===== config.mk =====
export PLATFORM = sky130hd
export DESIGN_NAME = pattern_trigger_time_qualifier
export DESIGN_NICKNAME = d
export VERILOG_FILES = /design/src/rtl/trig_pkg.sv /design/src/rtl/pattern_trigger_time_qualifier.sv /design/src/rtl/pattern_compare.sv
export SDC_FILE = /design/constraint.sdc
export NUM_CORES = 1
export LEC_CHECK = 0
export ABC_AREA = 1
export BUFFER_PORTS_ARGS = -buffer_cell sky130_fd_sc_hd__buf_2
export CELL_PAD_IN_SITES_DETAIL_PLACEMENT = 0
export CELL_PAD_IN_SITES_GLOBAL_PLACEMENT = 1
export CORE_MARGIN = 4
export CORE_UTILIZATION = 40
export DETAILED_ROUTE_END_ITERATION = 16
export PLACE_DENSITY = 0.74
export SYNTH_ARGS = -nofsm -noshare
export SYNTH_HDL_FRONTEND = slang
export SYNTH_SLANG_ARGS = --single-unit

===== constraint.sdc =====
create_clock -name i_clk_sys -period 8.6 [get_ports i_clk_sys]
set_clock_uncertainty 0.2 [all_clocks]
set_input_delay 1.29 -clock i_clk_sys [delete_from_list [all_inputs] [get_ports i_clk_sys]]
set_output_delay 1.29 -clock i_clk_sys [all_outputs]
set_load 0.02 [all_outputs]

===== src/rtl/trig_pkg.sv =====
// shared constants, register map and types for the pattern trigger
package trig_pkg;

  // ------------------------------------------------------------
  // inputs
  // ------------------------------------------------------------
  localparam int N_IN = 17;
  localparam logic [4:0] SEL_MAX = 5'h10;

  // ------------------------------------------------------------
  // register offsets
  // ------------------------------------------------------------
  localparam logic [7:0] REG_CTRL = 8'h00;
  localparam logic [7:0] REG_SEL = 8'h04;
  localparam logic [7:0] REG_LEVEL = 8'h08;
  localparam logic [7:0] REG_LIMIT = 8'h0c;
  localparam logic [7:0] REG_UPPER = 8'h10;
  localparam logic [7:0] REG_HOLDOFF = 8'h14;
  localparam logic [7:0] REG_TIMEBASE = 8'h18;
  localparam logic [7:0] REG_STATUS = 8'h1c;
  localparam logic [7:0] REG_CARE = 8'h20;
  localparam logic [7:0] REG_HIGH = 8'h24;
  localparam logic [7:0] REG_COUNT = 8'h28;

  // ------------------------------------------------------------
  // field positions
  // ------------------------------------------------------------
  localparam int CTRL_EN_BIT = 0;
  localparam int CTRL_AUTO_BIT = 1;
  localparam int CTRL_FUNC_LSB = 4;
  localparam int CTRL_QUAL_LSB = 8;

  // ------------------------------------------------------------
  // encodings
  // ------------------------------------------------------------
  localparam logic [1:0] LVL_IGNORE = 2'h0;
  localparam logic [1:0] LVL_LOW = 2'h1;
  localparam logic [1:0] LVL_HIGH = 2'h2;

  typedef enum logic [1:0] {FN_AND = 2'h0, FN_NAND = 2'h1, FN_OR = 2'h2, FN_NOR = 2'h3} logic_func_t;

  typedef enum logic [2:0] {
    Q_SHORTER = 3'h0,
    Q_LONGER = 3'h1,
    Q_TIMEOUT = 3'h2,
    Q_IN_RANGE = 3'h3,
    Q_OUT_RANGE = 3'h4
  } qual_t;

  typedef struct packed {
    logic [16:0] care;
    logic [16:0] lvl_high;
  } pattern_t;

  // ------------------------------------------------------------
  // reset values and holdoff maximum
  // ------------------------------------------------------------
  localparam logic [31:0] LIMIT_RST = 32'h0000_0001;
  localparam logic [31:0] UPPER_RST = 32'h0000_0010;
  localparam logic [7:0] HOLDOFF_RST = 8'h0a;
  localparam logic [7:0] HOLDOFF_MAX_PCT = 8'h64;
  localparam logic [15:0] TIMEBASE_RST = 16'h0100;

  // ------------------------------------------------------------
  // timing
  // ------------------------------------------------------------
  localparam int CLK_PERIOD_PS = 25000;
  localparam int MIN_LIMIT_PS = 2000;
  localparam int MIN_LIMIT_RAW = (MIN_LIMIT_PS + CLK_PERIOD_PS - 1) / CLK_PERIOD_PS;
  localparam logic [31:0] MIN_LIMIT_CYC = (MIN_LIMIT_RAW < 1) ? 32'h1 : 32'(MIN_LIMIT_RAW);
  localparam int HOLDOFF_STEP_CYC = 64;
  localparam int AUTO_SCALE_CYC = 16;

endpackage


===== src/rtl/pattern_trigger_time_qualifier.sv =====
// pattern trigger with time qualification, holdoff and auto mode
// What this block does
// - pattern element per channel plus aux
// - combining function AND, NAND, OR, NOR
// - all-ignore pattern triggers only by auto force
// - level write decrements channel selector
// - auto mode forces after timebase wait
// - normal mode never forces
// - holdoff is set in percent
// - timer runs while pattern is true
// - timeout fires when limit reached
// - smallest limit is one 25 ns cycle (2 ns rounded up)
// - other qualifiers decide on pattern false
// - longer-than fires if duration exceeded limit
// - limit mode: shorter, longer, timeout
// - range mode: lower and upper limits
// - truth table of the four functions
// - shorter-than fires if ended before limit
// - in-range fires between the limits
// - out-of-range fires outside the limits
`timescale 1ns/1ps
module pattern_trigger_time_qualifier #(
  parameter int unsigned P_HOLDOFF_STEP = trig_pkg::HOLDOFF_STEP_CYC,
  parameter int unsigned P_AUTO_SCALE = trig_pkg::AUTO_SCALE_CYC
) (
  // clock and reset
  input wire logic i_clk_sys,
  input wire logic i_srst,
  // probed inputs, [15:0] channels, [16] aux
  input wire logic [16:0] i_probe,
  // register port
  input wire logic [7:0] i_addr,
  input wire logic [31:0] i_wdata,
  input wire logic i_wr,
  input wire logic i_rd,
  output logic [31:0] o_rdata,
  // trigger out
  output logic o_trig,
  output logic o_forced
);

  typedef enum logic [2:0] {ST_IDLE, ST_HOLDOFF, ST_WAIT_FALSE, ST_ARMED, ST_TIMING} state_t;

  state_t state;
  state_t next_state;
  logic ctrl_en;
  logic ctrl_auto;
  trig_pkg::logic_func_t func;
  trig_pkg::qual_t qual;
  logic [4:0] channel_selector;
  trig_pkg::pattern_t pattern;
  logic [31:0] limit;
  logic [31:0] upper;
  logic [7:0] holdoff_pct;
  logic [15:0] timebase;
  logic [31:0] trig_count;
  logic [31:0] timer;
  logic [31:0] hold_cnt;
  logic [31:0] auto_cnt;
  logic pat_true;
  logic pat_prev;
  logic rise;
  logic fall;
  logic [31:0] eff_limit;
  logic [31:0] eff_upper;
  logic [31:0] dur_now;
  logic [31:0] auto_wait;
  logic armed_phase;
  logic timeout_hit;
  logic gate_hit;
  logic qual_fire;
  logic force_now;
  logic fire;
  logic [31:0] read_val;

  // ------------------------------------------------------------
  // qualifier decision at the moment the pattern goes false
  // ------------------------------------------------------------
  function automatic logic qual_met(input trig_pkg::qual_t q, input logic [31:0] dur,
                                    input logic [31:0] lo, input logic [31:0] hi);
    case (q)
      trig_pkg::Q_SHORTER: qual_met = (dur < lo);
      trig_pkg::Q_LONGER: qual_met = (dur > lo);
      trig_pkg::Q_IN_RANGE: qual_met = (dur > lo) && (dur < hi);
      trig_pkg::Q_OUT_RANGE: qual_met = (dur < lo) || (dur > hi);
      default: qual_met = 1'b0;
    endcase
  endfunction

  // ------------------------------------------------------------
  // pattern comparison
  // ------------------------------------------------------------
  pattern_compare u_compare (
    .i_clk_sys(i_clk_sys),
    .i_srst(i_srst),
    .i_probe(i_probe),
    .i_pattern(pattern),
    .i_func(func),
    .o_true(pat_true)
  );

  always_ff @(posedge i_clk_sys) begin
    if (i_srst) begin
      pat_prev <= 1'b0;
    end else begin
      pat_prev <= pat_true;
    end
  end

  assign rise = pat_true & ~pat_prev;
  assign fall = ~pat_true & pat_prev;

  // ------------------------------------------------------------
  // qualification decisions
  // ------------------------------------------------------------
  // limits below the smallest settable value are raised to it
  assign eff_limit = (limit < trig_pkg::MIN_LIMIT_CYC) ? trig_pkg::MIN_LIMIT_CYC : limit;
  assign eff_upper = (upper < trig_pkg::MIN_LIMIT_CYC) ? trig_pkg::MIN_LIMIT_CYC : upper;
  assign dur_now = (state == ST_TIMING) ? timer + 32'h1 : 32'h1;
  assign armed_phase = (state == ST_WAIT_FALSE) || (state == ST_ARMED) || (state == ST_TIMING);
  assign timeout_hit = (qual == trig_pkg::Q_TIMEOUT) && pat_true && (dur_now >= eff_limit) &&
                       ((state == ST_ARMED && rise) || state == ST_TIMING);
  assign gate_hit = (state == ST_TIMING) && fall && qual_met(qual, timer, eff_limit, eff_upper);
  assign qual_fire = ctrl_en & (timeout_hit | gate_hit);
  // wait scales with the timebase; a zero timebase still waits one cycle
  assign auto_wait = 32'(timebase) * 32'(P_AUTO_SCALE);
  assign force_now = ctrl_en && ctrl_auto && armed_phase && !qual_fire &&
                     (auto_cnt + 32'h1 >= auto_wait);
  assign fire = qual_fire | force_now;

  // ------------------------------------------------------------
  // sequencing
  // ------------------------------------------------------------
  always_comb begin
    next_state = state;
    if (!ctrl_en) begin
      next_state = ST_IDLE;
    end else begin
      case (state)
        ST_IDLE: next_state = ST_HOLDOFF;
        ST_HOLDOFF: begin
          if (hold_cnt == 32'h0) begin
            next_state = ST_WAIT_FALSE;
          end
        end
        ST_WAIT_FALSE: begin
          if (fire) begin
            next_state = ST_HOLDOFF;
          end else if (!pat_true) begin
            next_state = ST_ARMED;
          end
        end
        ST_ARMED: begin
          if (fire) begin
            next_state = ST_HOLDOFF;
          end else if (rise) begin
            next_state = ST_TIMING;
          end
        end
        ST_TIMING: begin
          if (fire) begin
            next_state = ST_HOLDOFF;
          end else if (fall) begin
            next_state = ST_ARMED;
          end
        end
        default: next_state = ST_IDLE;
      endcase
    end
  end

  always_ff @(posedge i_clk_sys) begin
    if (i_srst) begin
      state <= ST_IDLE;
    end else begin
      state <= next_state;
    end
  end

  // holdoff length is percent times a fixed step
  always_ff @(posedge i_clk_sys) begin
    if (i_srst) begin
      hold_cnt <= 32'h0;
    end else if (next_state == ST_HOLDOFF && state != ST_HOLDOFF) begin
      hold_cnt <= 32'(holdoff_pct) * 32'(P_HOLDOFF_STEP);
    end else if (state == ST_HOLDOFF && hold_cnt != 32'h0) begin
      hold_cnt <= hold_cnt - 32'h1;
    end
  end

  always_ff @(posedge i_clk_sys) begin
    if (i_srst) begin
      timer <= 32'h0;
    end else if (next_state != ST_TIMING) begin
      timer <= 32'h0;
    end else if (state == ST_ARMED) begin
      timer <= 32'h1;
    end else begin
      timer <= timer + 32'h1;
    end
  end

  always_ff @(posedge i_clk_sys) begin
    if (i_srst) begin
      auto_cnt <= 32'h0;
    end else if (!armed_phase || fire) begin
      auto_cnt <= 32'h0;
    end else begin
      auto_cnt <= auto_cnt + 32'h1;
    end
  end

  always_ff @(posedge i_clk_sys) begin
    if (i_srst) begin
      o_trig <= 1'b0;
      o_forced <= 1'b0;
      trig_count <= 32'h0;
    end else begin
      o_trig <= fire;
      o_forced <= force_now;
      if (fire) begin
        trig_count <= trig_count + 32'h1;
      end
    end
  end

  // ------------------------------------------------------------
  // registers
  // ------------------------------------------------------------
  always_ff @(posedge i_clk_sys) begin
    if (i_srst) begin
      ctrl_en <= 1'b0;
      ctrl_auto <= 1'b0;
      func <= trig_pkg::FN_AND;
      qual <= trig_pkg::Q_TIMEOUT;
      limit <= trig_pkg::LIMIT_RST;
      upper <= trig_pkg::UPPER_RST;
      holdoff_pct <= trig_pkg::HOLDOFF_RST;
      timebase <= trig_pkg::TIMEBASE_RST;
    end else if (i_wr) begin
      case (i_addr)
        trig_pkg::REG_CTRL: begin
          ctrl_en <= i_wdata[trig_pkg::CTRL_EN_BIT];
          ctrl_auto <= i_wdata[trig_pkg::CTRL_AUTO_BIT];
          func <= trig_pkg::logic_func_t'(i_wdata[trig_pkg::CTRL_FUNC_LSB +: 2]);
          qual <= trig_pkg::qual_t'(i_wdata[trig_pkg::CTRL_QUAL_LSB +: 3]);
        end
        trig_pkg::REG_LIMIT: limit <= i_wdata;
        trig_pkg::REG_UPPER: upper <= i_wdata;
        trig_pkg::REG_HOLDOFF: begin
          holdoff_pct <= (i_wdata[7:0] > trig_pkg::HOLDOFF_MAX_PCT) ?
                         trig_pkg::HOLDOFF_MAX_PCT : i_wdata[7:0];
        end
        trig_pkg::REG_TIMEBASE: timebase <= i_wdata[15:0];
        default: ;
      endcase
    end
  end

  // selector steps down after each level write, wrapping to the aux input
  always_ff @(posedge i_clk_sys) begin
    if (i_srst) begin
      channel_selector <= trig_pkg::SEL_MAX;
      pattern <= '0;
    end else if (i_wr && i_addr == trig_pkg::REG_SEL) begin
      channel_selector <= (i_wdata[4:0] > trig_pkg::SEL_MAX) ? trig_pkg::SEL_MAX : i_wdata[4:0];
    end else if (i_wr && i_addr == trig_pkg::REG_LEVEL) begin
      pattern.care[channel_selector] <= (i_wdata[1:0] == trig_pkg::LVL_HIGH) ||
                                        (i_wdata[1:0] == trig_pkg::LVL_LOW);
      pattern.lvl_high[channel_selector] <= (i_wdata[1:0] == trig_pkg::LVL_HIGH);
      channel_selector <= (channel_selector == 5'h0) ? trig_pkg::SEL_MAX :
                          channel_selector - 5'h1;
    end
  end

  always_comb begin
    case (i_addr)
      trig_pkg::REG_CTRL: read_val = {21'h0, qual, 2'h0, func, 2'h0, ctrl_auto, ctrl_en};
      trig_pkg::REG_SEL: read_val = {27'h0, channel_selector};
      trig_pkg::REG_LIMIT: read_val = limit;
      trig_pkg::REG_UPPER: read_val = upper;
      trig_pkg::REG_HOLDOFF: read_val = {24'h0, holdoff_pct};
      trig_pkg::REG_TIMEBASE: read_val = {16'h0, timebase};
      trig_pkg::REG_STATUS: read_val = {27'h0, pat_true, state == ST_TIMING, state == ST_ARMED,
                                        state == ST_WAIT_FALSE, state == ST_HOLDOFF};
      trig_pkg::REG_CARE: read_val = {15'h0, pattern.care};
      trig_pkg::REG_HIGH: read_val = {15'h0, pattern.lvl_high};
      trig_pkg::REG_COUNT: read_val = trig_count;
      default: read_val = 32'h0;
    endcase
  end

  // read data stands for exactly the cycle after the strobe
  always_ff @(posedge i_clk_sys) begin
    if (i_srst) begin
      o_rdata <= 32'h0;
    end else begin
      o_rdata <= i_rd ? read_val : 32'h0;
    end
  end
endmodule // pattern_trigger_time_qualifier


===== src/rtl/pattern_compare.sv =====
// synchronises the probed inputs and forms the combined pattern result
`timescale 1ns/1ps
module pattern_compare (
  // clock and reset
  input wire logic i_clk_sys,
  input wire logic i_srst,
  // probed inputs and setup
  input wire logic [16:0] i_probe,
  input trig_pkg::pattern_t i_pattern,
  input trig_pkg::logic_func_t i_func,
  // result
  output logic o_true
);

  logic [16:0] sync_a;
  logic [16:0] sync_b;
  logic [16:0] match;
  logic all_match;
  logic any_match;
  logic next_true;

  // ------------------------------------------------------------
  // two-stage synchroniser, one per input
  // ------------------------------------------------------------
  genvar g;
  generate
    for (g = 0; g < trig_pkg::N_IN; g++) begin : g_sync
      always_ff @(posedge i_clk_sys) begin
        if (i_srst) begin
          sync_a[g] <= 1'b0;
          sync_b[g] <= 1'b0;
        end else begin
          sync_a[g] <= i_probe[g];
          sync_b[g] <= sync_a[g];
        end
      end
    end
  endgenerate

  // ------------------------------------------------------------
  // comparison
  // ------------------------------------------------------------
  assign match = ~(sync_b ^ i_pattern.lvl_high) & i_pattern.care;
  assign all_match = (match == i_pattern.care);
  assign any_match = |match;

  always_comb begin
    case (i_func)
      trig_pkg::FN_AND: next_true = all_match;
      trig_pkg::FN_NAND: next_true = ~all_match;
      trig_pkg::FN_OR: next_true = any_match;
      trig_pkg::FN_NOR: next_true = ~any_match;
      default: next_true = 1'b0;
    endcase
  end

  // all-ignore pattern never compares true
  always_ff @(posedge i_clk_sys) begin
    if (i_srst) begin
      o_true <= 1'b0;
    end else begin
      o_true <= next_true & (|i_pattern.care);
    end
  end

endmodule // pattern_compare


==> run metrics, run 1 <==
Slowest cell on crit path inv_1; outcome finished, final reports clean; ant diodes 0; first-pass GRT wire length between 90000 and 100000 um; Startpoint Class flip-flop; Worst Tran Pin Value ~1200 ps; Flop pwr share 0.460; TritonRoute pass-1 iters 9; vias in the first global route about 17000; CTS tree done; Vias/cell 5.29; post-cts sizing count 0; Seq/Total Area, Yosys 0.368; worst rel slew slack 0.226; Logic pwr share 0.026; Num CTS Buffers 40; GR Util met1 0.318; gpl congestion just over 0.9; Sw Ratio 0.226; synth unique cells between 50 and 60; Tmin final 6110 ps; filler instances between 4000 and 5000; syn nets roughly 2700; Hold-fix buffers, CTS 0; Worst-Skew Late Latency roughly 570 ps; CP endpoint kind flip-flop; Setup Buffers After CTS 0; Total GRT Usage 0.236; cell-internal power approximately 0.0026 W; routed wire length about 60000 um; most frequent cells in the layout inv_1 (385), nand2_1 (378), nor2_1 (346); max_cap viols 0; level count of the clock H-tree 2; Peak VDD IR around 0.14 mV; synthesized instance count 2545; most frequent CP cell nand2_1; RSZ-0062 raised after global routing no; Slew Viols, Final 0; clock share of power 0.513; Cell Pwr Density 165 mW/mm^2; Max Freq 164 MHz; GR peak layer met2; Avg WL per Cell 18.4 um; total grt overflow 0; CTS max path bufs 3; synthesized area about 0.018 mm^2; commonest non-fill, non-tap cell in the layout inv_1; final worst path period share 0.710; setup violators final 0; Final Hold Fails 0; Die Wd 222 um; largest stage delay on the critical path ~450 ps; M3 GR Usage 0.0316; Seq. cell area ~0.0067 mm^2; clock transition at the registers of the reported paths 60 ps; CTS Sinks between 300 and 400; DIE HEIGHT between 200 and 250 um; Critical Path RT a little under 9000 ps; P&R area growth vs syn 13.1%; Hold WS about 200 ps; Nets approximately 2800; Post-Synthesis Mean Instance Area roughly 7.2 um^2; FP Rows between 70 and 80; largest net degree at the start of global routing 115; Top Ports 95; YS warnings 0; hold crit path type flip-flop to flip-flop; fraction of registers with async set/reset 0; WS Path Type flip-flop to flip-flop; main flop type after synthesis dfxtp_1; CTS root buffer clkbuf_16; WP buf/inv 4; Crit Path Max Fanout 32; P_leak approximately 8.4 nW; Final HPWL DP about 46000 um; Initial DRC Count 1281; setup TNS 0 ps; initial antenna violation count 1; critical path's top delay family simple AND/OR/NAND/NOR gates; multi-input logic area between 0.009 and 0.01 mm^2; die area slightly below 0.05 mm^2; P_sw slightly below 0.0008 W; Core Region around 0.045 mm^2; drc violations 0; Port-buffer cells 94; Critical Path AT approximately 6400 ps; met2 track demand over resource 0.399; EDFF count, synth 0; vias after detailed routing between 15000 and 20000; Synth Register Bits around 340; fraction of layout cells with a size suffix above 1 0.0889; initial cell density of the core 0.409; antenna viol nets, final 0
-- power by group through the flow --
stage	registers [W]	logic, W	clock network [W]
CTS	0.00156	0.0000900	0.00178
detailed placement	0.00160	0.0000897	0
floorplan	0.00160	0.0000483	0
finish	0.00156	0.0000899	0.00174
global route	0.00156	0.0000996	0.00184
global placement	0.00160	0.0000892	0
-- worst reg2reg max path, delay by kind of cell (launching register included) --
family                   cells  cell delay (ps)
flip-flops                   1              400
XOR/XNOR                     1              140
buffers and inverters        4             1000
AO/OA/AOI/OAI                1              220
adder cells (fa/ha/maj)      2              530
AND/OR/NAND/NOR             20             3520
-- area by class of cell --
class / instances / share of cell area
well taps: 592 / 0.0359
inverters: 400 / 0.0729
multi-input cells: 1738 / 0.472
repair buffers: 109 / 0.0284
flip-flops and latches: 335 / 0.325
clock buffers: 56 / 0.0568
clock inverters: 16 / 0.00849
-- sequential cells by signal (all words and copies together), names as in the netlist, 2 cells and up --
register          count
auto_cnt             32
channel_selector      5
func                  2
hold_cnt             32
holdoff_pct           8
limit                32
o_rdata              32
pattern              34
qual                  3
state                 3
timebase             16
timer                32
trig_count           32
u_compare.sync_a     17
u_compare.sync_b     17
upper                32
-- Yosys cell counts, types with 4 or more instances --
master / number / area share
nand3_1: 70 / 0.019
inv_1: 386 / 0.079
clkinv_1: 6 / 0.0012
nand3_2: 8 / 0.0044
nand2_1: 378 / 0.078
nor3_1: 56 / 0.015
inv_2: 8 / 0.0016
o211ai_1: 4 / 0.0016
nor3b_1: 6 / 0.0025
clkbuf_1: 61 / 0.013
nand2_2: 4 / 0.0014
nor2_2: 17 / 0.0058
a21oi_1: 232 / 0.064
xor2_1: 77 / 0.037
a211oi_1: 28 / 0.012
or2_2: 5 / 0.0017
nor2_1: 346 / 0.071
a221oi_1: 7 / 0.0034
o21ai_0: 140 / 0.038
xnor2_1: 25 / 0.012
o221ai_1: 6 / 0.0029
o21a_1: 7 / 0.0029
o21bai_1: 9 / 0.0037
buf_2: 4 / 0.0011
a31oi_1: 17 / 0.0058
nand4_1: 37 / 0.013
ha_1: 124 / 0.085
buf_1: 4 / 0.00082
nor4_1: 42 / 0.014
dfxtp_1: 335 / 0.37
o22ai_1: 48 / 0.016
a21oi_2: 6 / 0.0029
-- worst paths after layout --
check,end,depth (start not counted),startpoint,slack (ps)
setup reg to reg,auto_cnt[21],28,timer[1],2490
hold reg to reg,u_compare.sync_b[8],2,u_compare.sync_a[8],200
setup / recovery,auto_cnt[21],28,timer[1],2490
hold / removal,u_compare.sync_b[8],2,u_compare.sync_a[8],200
-- cells by family (layout without fill, tap and decap cells) --
| kind of cell | Yosys count | in the layout | synth area share |
|---|---|---|---|
| AO/OA/AOI/OAI | 525 | 525 | 0.164 |
| XOR/XNOR | 102 | 102 | 0.0490 |
| adder cells (fa/ha/maj) | 124 | 124 | 0.0850 |
| buffers and inverters | 472 | 581 | 0.0983 |
| flip-flops | 335 | 335 | 0.368 |
| AND/OR/NAND/NOR | 987 | 987 | 0.236 |
-- metal layers --
layer  part of all wire  routed length (um)
met1               0.45               27000
met2               0.46               27600
met3              0.059                3550
met4              0.026                1530
met5                  0                   0
-- stage by stage --
| stage | area, um^2 | setup WS, ps | cells | util | total power (W) |
|---|---|---|---|---|---|
| detailed placement | 19300 | 2420 | 3174 | 0.432 | 0.00169 |
| finish | 20600 | 2490 | 3246 | 0.462 | 0.00340 |
| global placement | 19300 | 2530 | 3174 | 0.432 | 0.00169 |
| floorplan | 18200 | 3910 | 2545 | - | 0.00165 |
| CTS | 20600 | 2410 | 3246 | 0.462 | 0.00344 |
| global route | 20600 | 1670 | 3246 | 0.462 | 0.00350 |
Note: power is estimated with default switching activity, not from simulation.
==> inputs of run 2 (changes only) <==
ABC_AREA = 0   (was 1)
PLACE_DENSITY = 0.75   (was 0.74)
clock period = 4.94 ns   (was 8.6 ns; I/O delays follow)
==> run metrics, run 2 <==
commonest non-fill, non-tap cell in the layout dfxtp_1; P_leak about 7.3 nW; Reg with most FFs pattern; multi-input logic area 0.00999 mm^2; CTS Sinks ~340; Startpoint Class flip-flop; most frequent cells in the layout dfxtp_1 (335), nand2_1 (291), nor2_1 (229); initial antenna violation count 3; Top Ports 95; Post-Synthesis Mean Instance Area 8.11 um^2; vias in the first global route ~16000; Worst Tran Pin Value approximately 990 ps; synthesized instance count approximately 2200; drc violations 0; Synth area leader dfxtp_1; Max Freq between 200 and 250 MHz; FP Rows 76; CP endpoint auto_cnt[26]; Critical Path AT about 5000 ps; antenna viol nets, final 0; CTS root buffer clkbuf_16; total grt overflow 0; TritonRoute pass-1 iters 6; Num CTS Buffers 40; R2R Setup Slk roughly 260 ps; vias after detailed routing 16000; CTS tree done; Die Wd 217 um; fraction of layout cells with a size suffix above 1 0.117; synthesized area between 0.015 and 0.02 mm^2; Seq. cell area 0.00671 mm^2; main area contributors after synthesis dfxtp_1 (38%), ha_1 (8.9%), nand2_1 (6.3%); Slew Viols, Final 0; post-route setup slack between 200 and 300 ps; Seq/Total Area, Yosys 0.384; Place WS -37.2 ps; Post-synth top cells dfxtp_1 (335), nand2_1 (293), nor2_1 (233), a21oi_1 (183), ha_1 (124); final worst path period share 0.947; top-count cell post-synth dfxtp_1; hold crit path type primary input to flip-flop; RSZ-0062 raised after global routing yes; WS Path Type flip-flop to flip-flop; first-pass GRT wire length approximately 89000 um; fraction of registers with async set/reset 0; initial cell density of the core 0.406; Yosys top cell area share 0.384; final std cells w/o fill 2856; Worst Reg-to-Reg Cells 19; synth unique cells 76; clock transition at the registers of the reported paths approximately 60 ps; setup violators final 0; Hold-fix buffers, CTS 0; syn nets roughly 2300; gpl congestion about 0.94; filler instances about 4300; Cell Pwr Density a little under 300 mW/mm^2; Synth Register Bits ~340; Nets about 2400; routed wire length roughly 56000 um; setup TNS 0 ps; Critical R2R Launch timer[10]; Tmin final between 4000 and 5000 ps; Vias/cell 5.60; YS warnings 0; EDFF count, synth 0; Total GRT Usage 0.236; Crit Path Max Fanout 18; worst reg2reg path endpoint auto_cnt[26]; P&R area growth vs syn 15.8%; Core Region between 0.04 and 0.05 mm^2; die area 0.0471 mm^2; Port-buffer cells between 90 and 100; main flop type after synthesis dfxtp_1; largest net degree at the start of global routing roughly 110; Initial DRC Count ~1400; max FFs per register 34; Setup crit start timer[10]; DIE HEIGHT about 220 um; Final HPWL DP between 40000 and 50000 um; CP endpoint kind flip-flop; Avg WL per Cell between 15 and 20 um; fin area between 0.02 and 0.025 mm^2; Final Hold Fails 0; max_cap viols 0; placed inst area between 0.015 and 0.02 mm^2; worst rel slew slack 0.338; level count of the clock H-tree 2; CTS max path bufs 3; Worst-Skew Late Latency between 500 and 600 ps; outcome finished, final reports clean; Critical Path RT 5230 ps; placed cells roughly 2800; Peak VDD IR about 0.24 mV
run 2: cell count changes after synthesis, moves of 42 or more:
cell	previous run	this run
nand2_1	378	293
nor2b_1	0	48
a21oi_1	232	183
xnor2_1	25	86
inv_1	386	121
and3_1	2	44
nor2_1	346	233
o21ai_0	140	72
run 2: power breakdown:
group	internal, W	switching (W)	total, W
clock network	0.00185	0.00119	0.00304
registers	0.00272	0.00000640	0.00272
logic	0.0000420	0.0000927	0.000135
run 2: repair_timing:
action / in CTS / in global routing
setup buffers: 0 / 2
pin swaps: 0 / 3
gates resized for setup: 2 / 16
endpoints found under the setup margin: 24 / 118
run 2: worst min-delay path by stage:
stage / start / to / slack (ps) / depth (start not counted)
final: i_probe[5] / u_compare.sync_a[5] / 190 / 2
after global routing: i_probe[6] / u_compare.sync_a[6] / 190 / 2
after CTS: i_probe[6] / u_compare.sync_a[6] / 160 / 2
after detailed placement: u_compare.sync_a[15] / u_compare.sync_b[15] / 220 / 1
after global placement: u_compare.sync_a[3] / u_compare.sync_b[3] / 220 / 1
after floorplan: u_compare.sync_a[0] / u_compare.sync_b[0] / 210 / 1
run 2: final cells by class:
class                      count  share of cell area
multi-input combinational   1590               0.494
clock inverter                11             0.00847
tap                          585              0.0362
antenna                        1            0.000124
sequential                   335               0.331
clock buffer                  58              0.0579
inverter                     121              0.0224
timing repair buffer         155              0.0497
run 2: metrics by stage:
step	power (W)	util	hold WS, ps
after floorplan	0.00285	-	214
after global placement	0.00291	0.435	218
after detailed placement	0.00292	0.435	220
after CTS	0.00597	0.467	162
after global routing	0.00608	0.470	186
final	0.00589	0.470	191
run 2: cell families after synthesis:
kind of cell | after synthesis | synth area share
buffers and inverters | 229 | 0.0514
xor gates and xnor gates | 124 | 0.0626
AOI/OAI and AO/OA | 474 | 0.176
adders and majority gates | 124 | 0.0888
and+or+nand+nor | 862 | 0.234
DFF | 335 | 0.384
muxes | 6 | 0.00365
run 2: metal layers:
| layer | global-route usage | up-vias | share of wire |
|---|---|---|---|
| met3 | 0.0342 | 116 | 0.059 |
| met2 | 0.390 | 476 | 0.46 |
| met5 | 0 | - | 0.00023 |
| li1 | - | 7767 | - |
| met4 | 0.0903 | 2 | 0.037 |
| met1 | 0.313 | 7623 | 0.44 |
run 2: worst max-delay path, stage by stage (launching register included):
cell and delay [ps]:
dfxtp_1 320, and3_1 190, and3_1 200, and3_1 190
and3_1 220, nand3_1 160, nor2_1 170, xnor2_1 160
nor2_1 70, ha_1 200, or4_1 550, a21oi_1 190
a211oi_1 110, o31ai_2 330, o311ai_2 230, o21ai_2 330
and2_4 260, buf_4 230, nand2_4 150, nor2_1 140
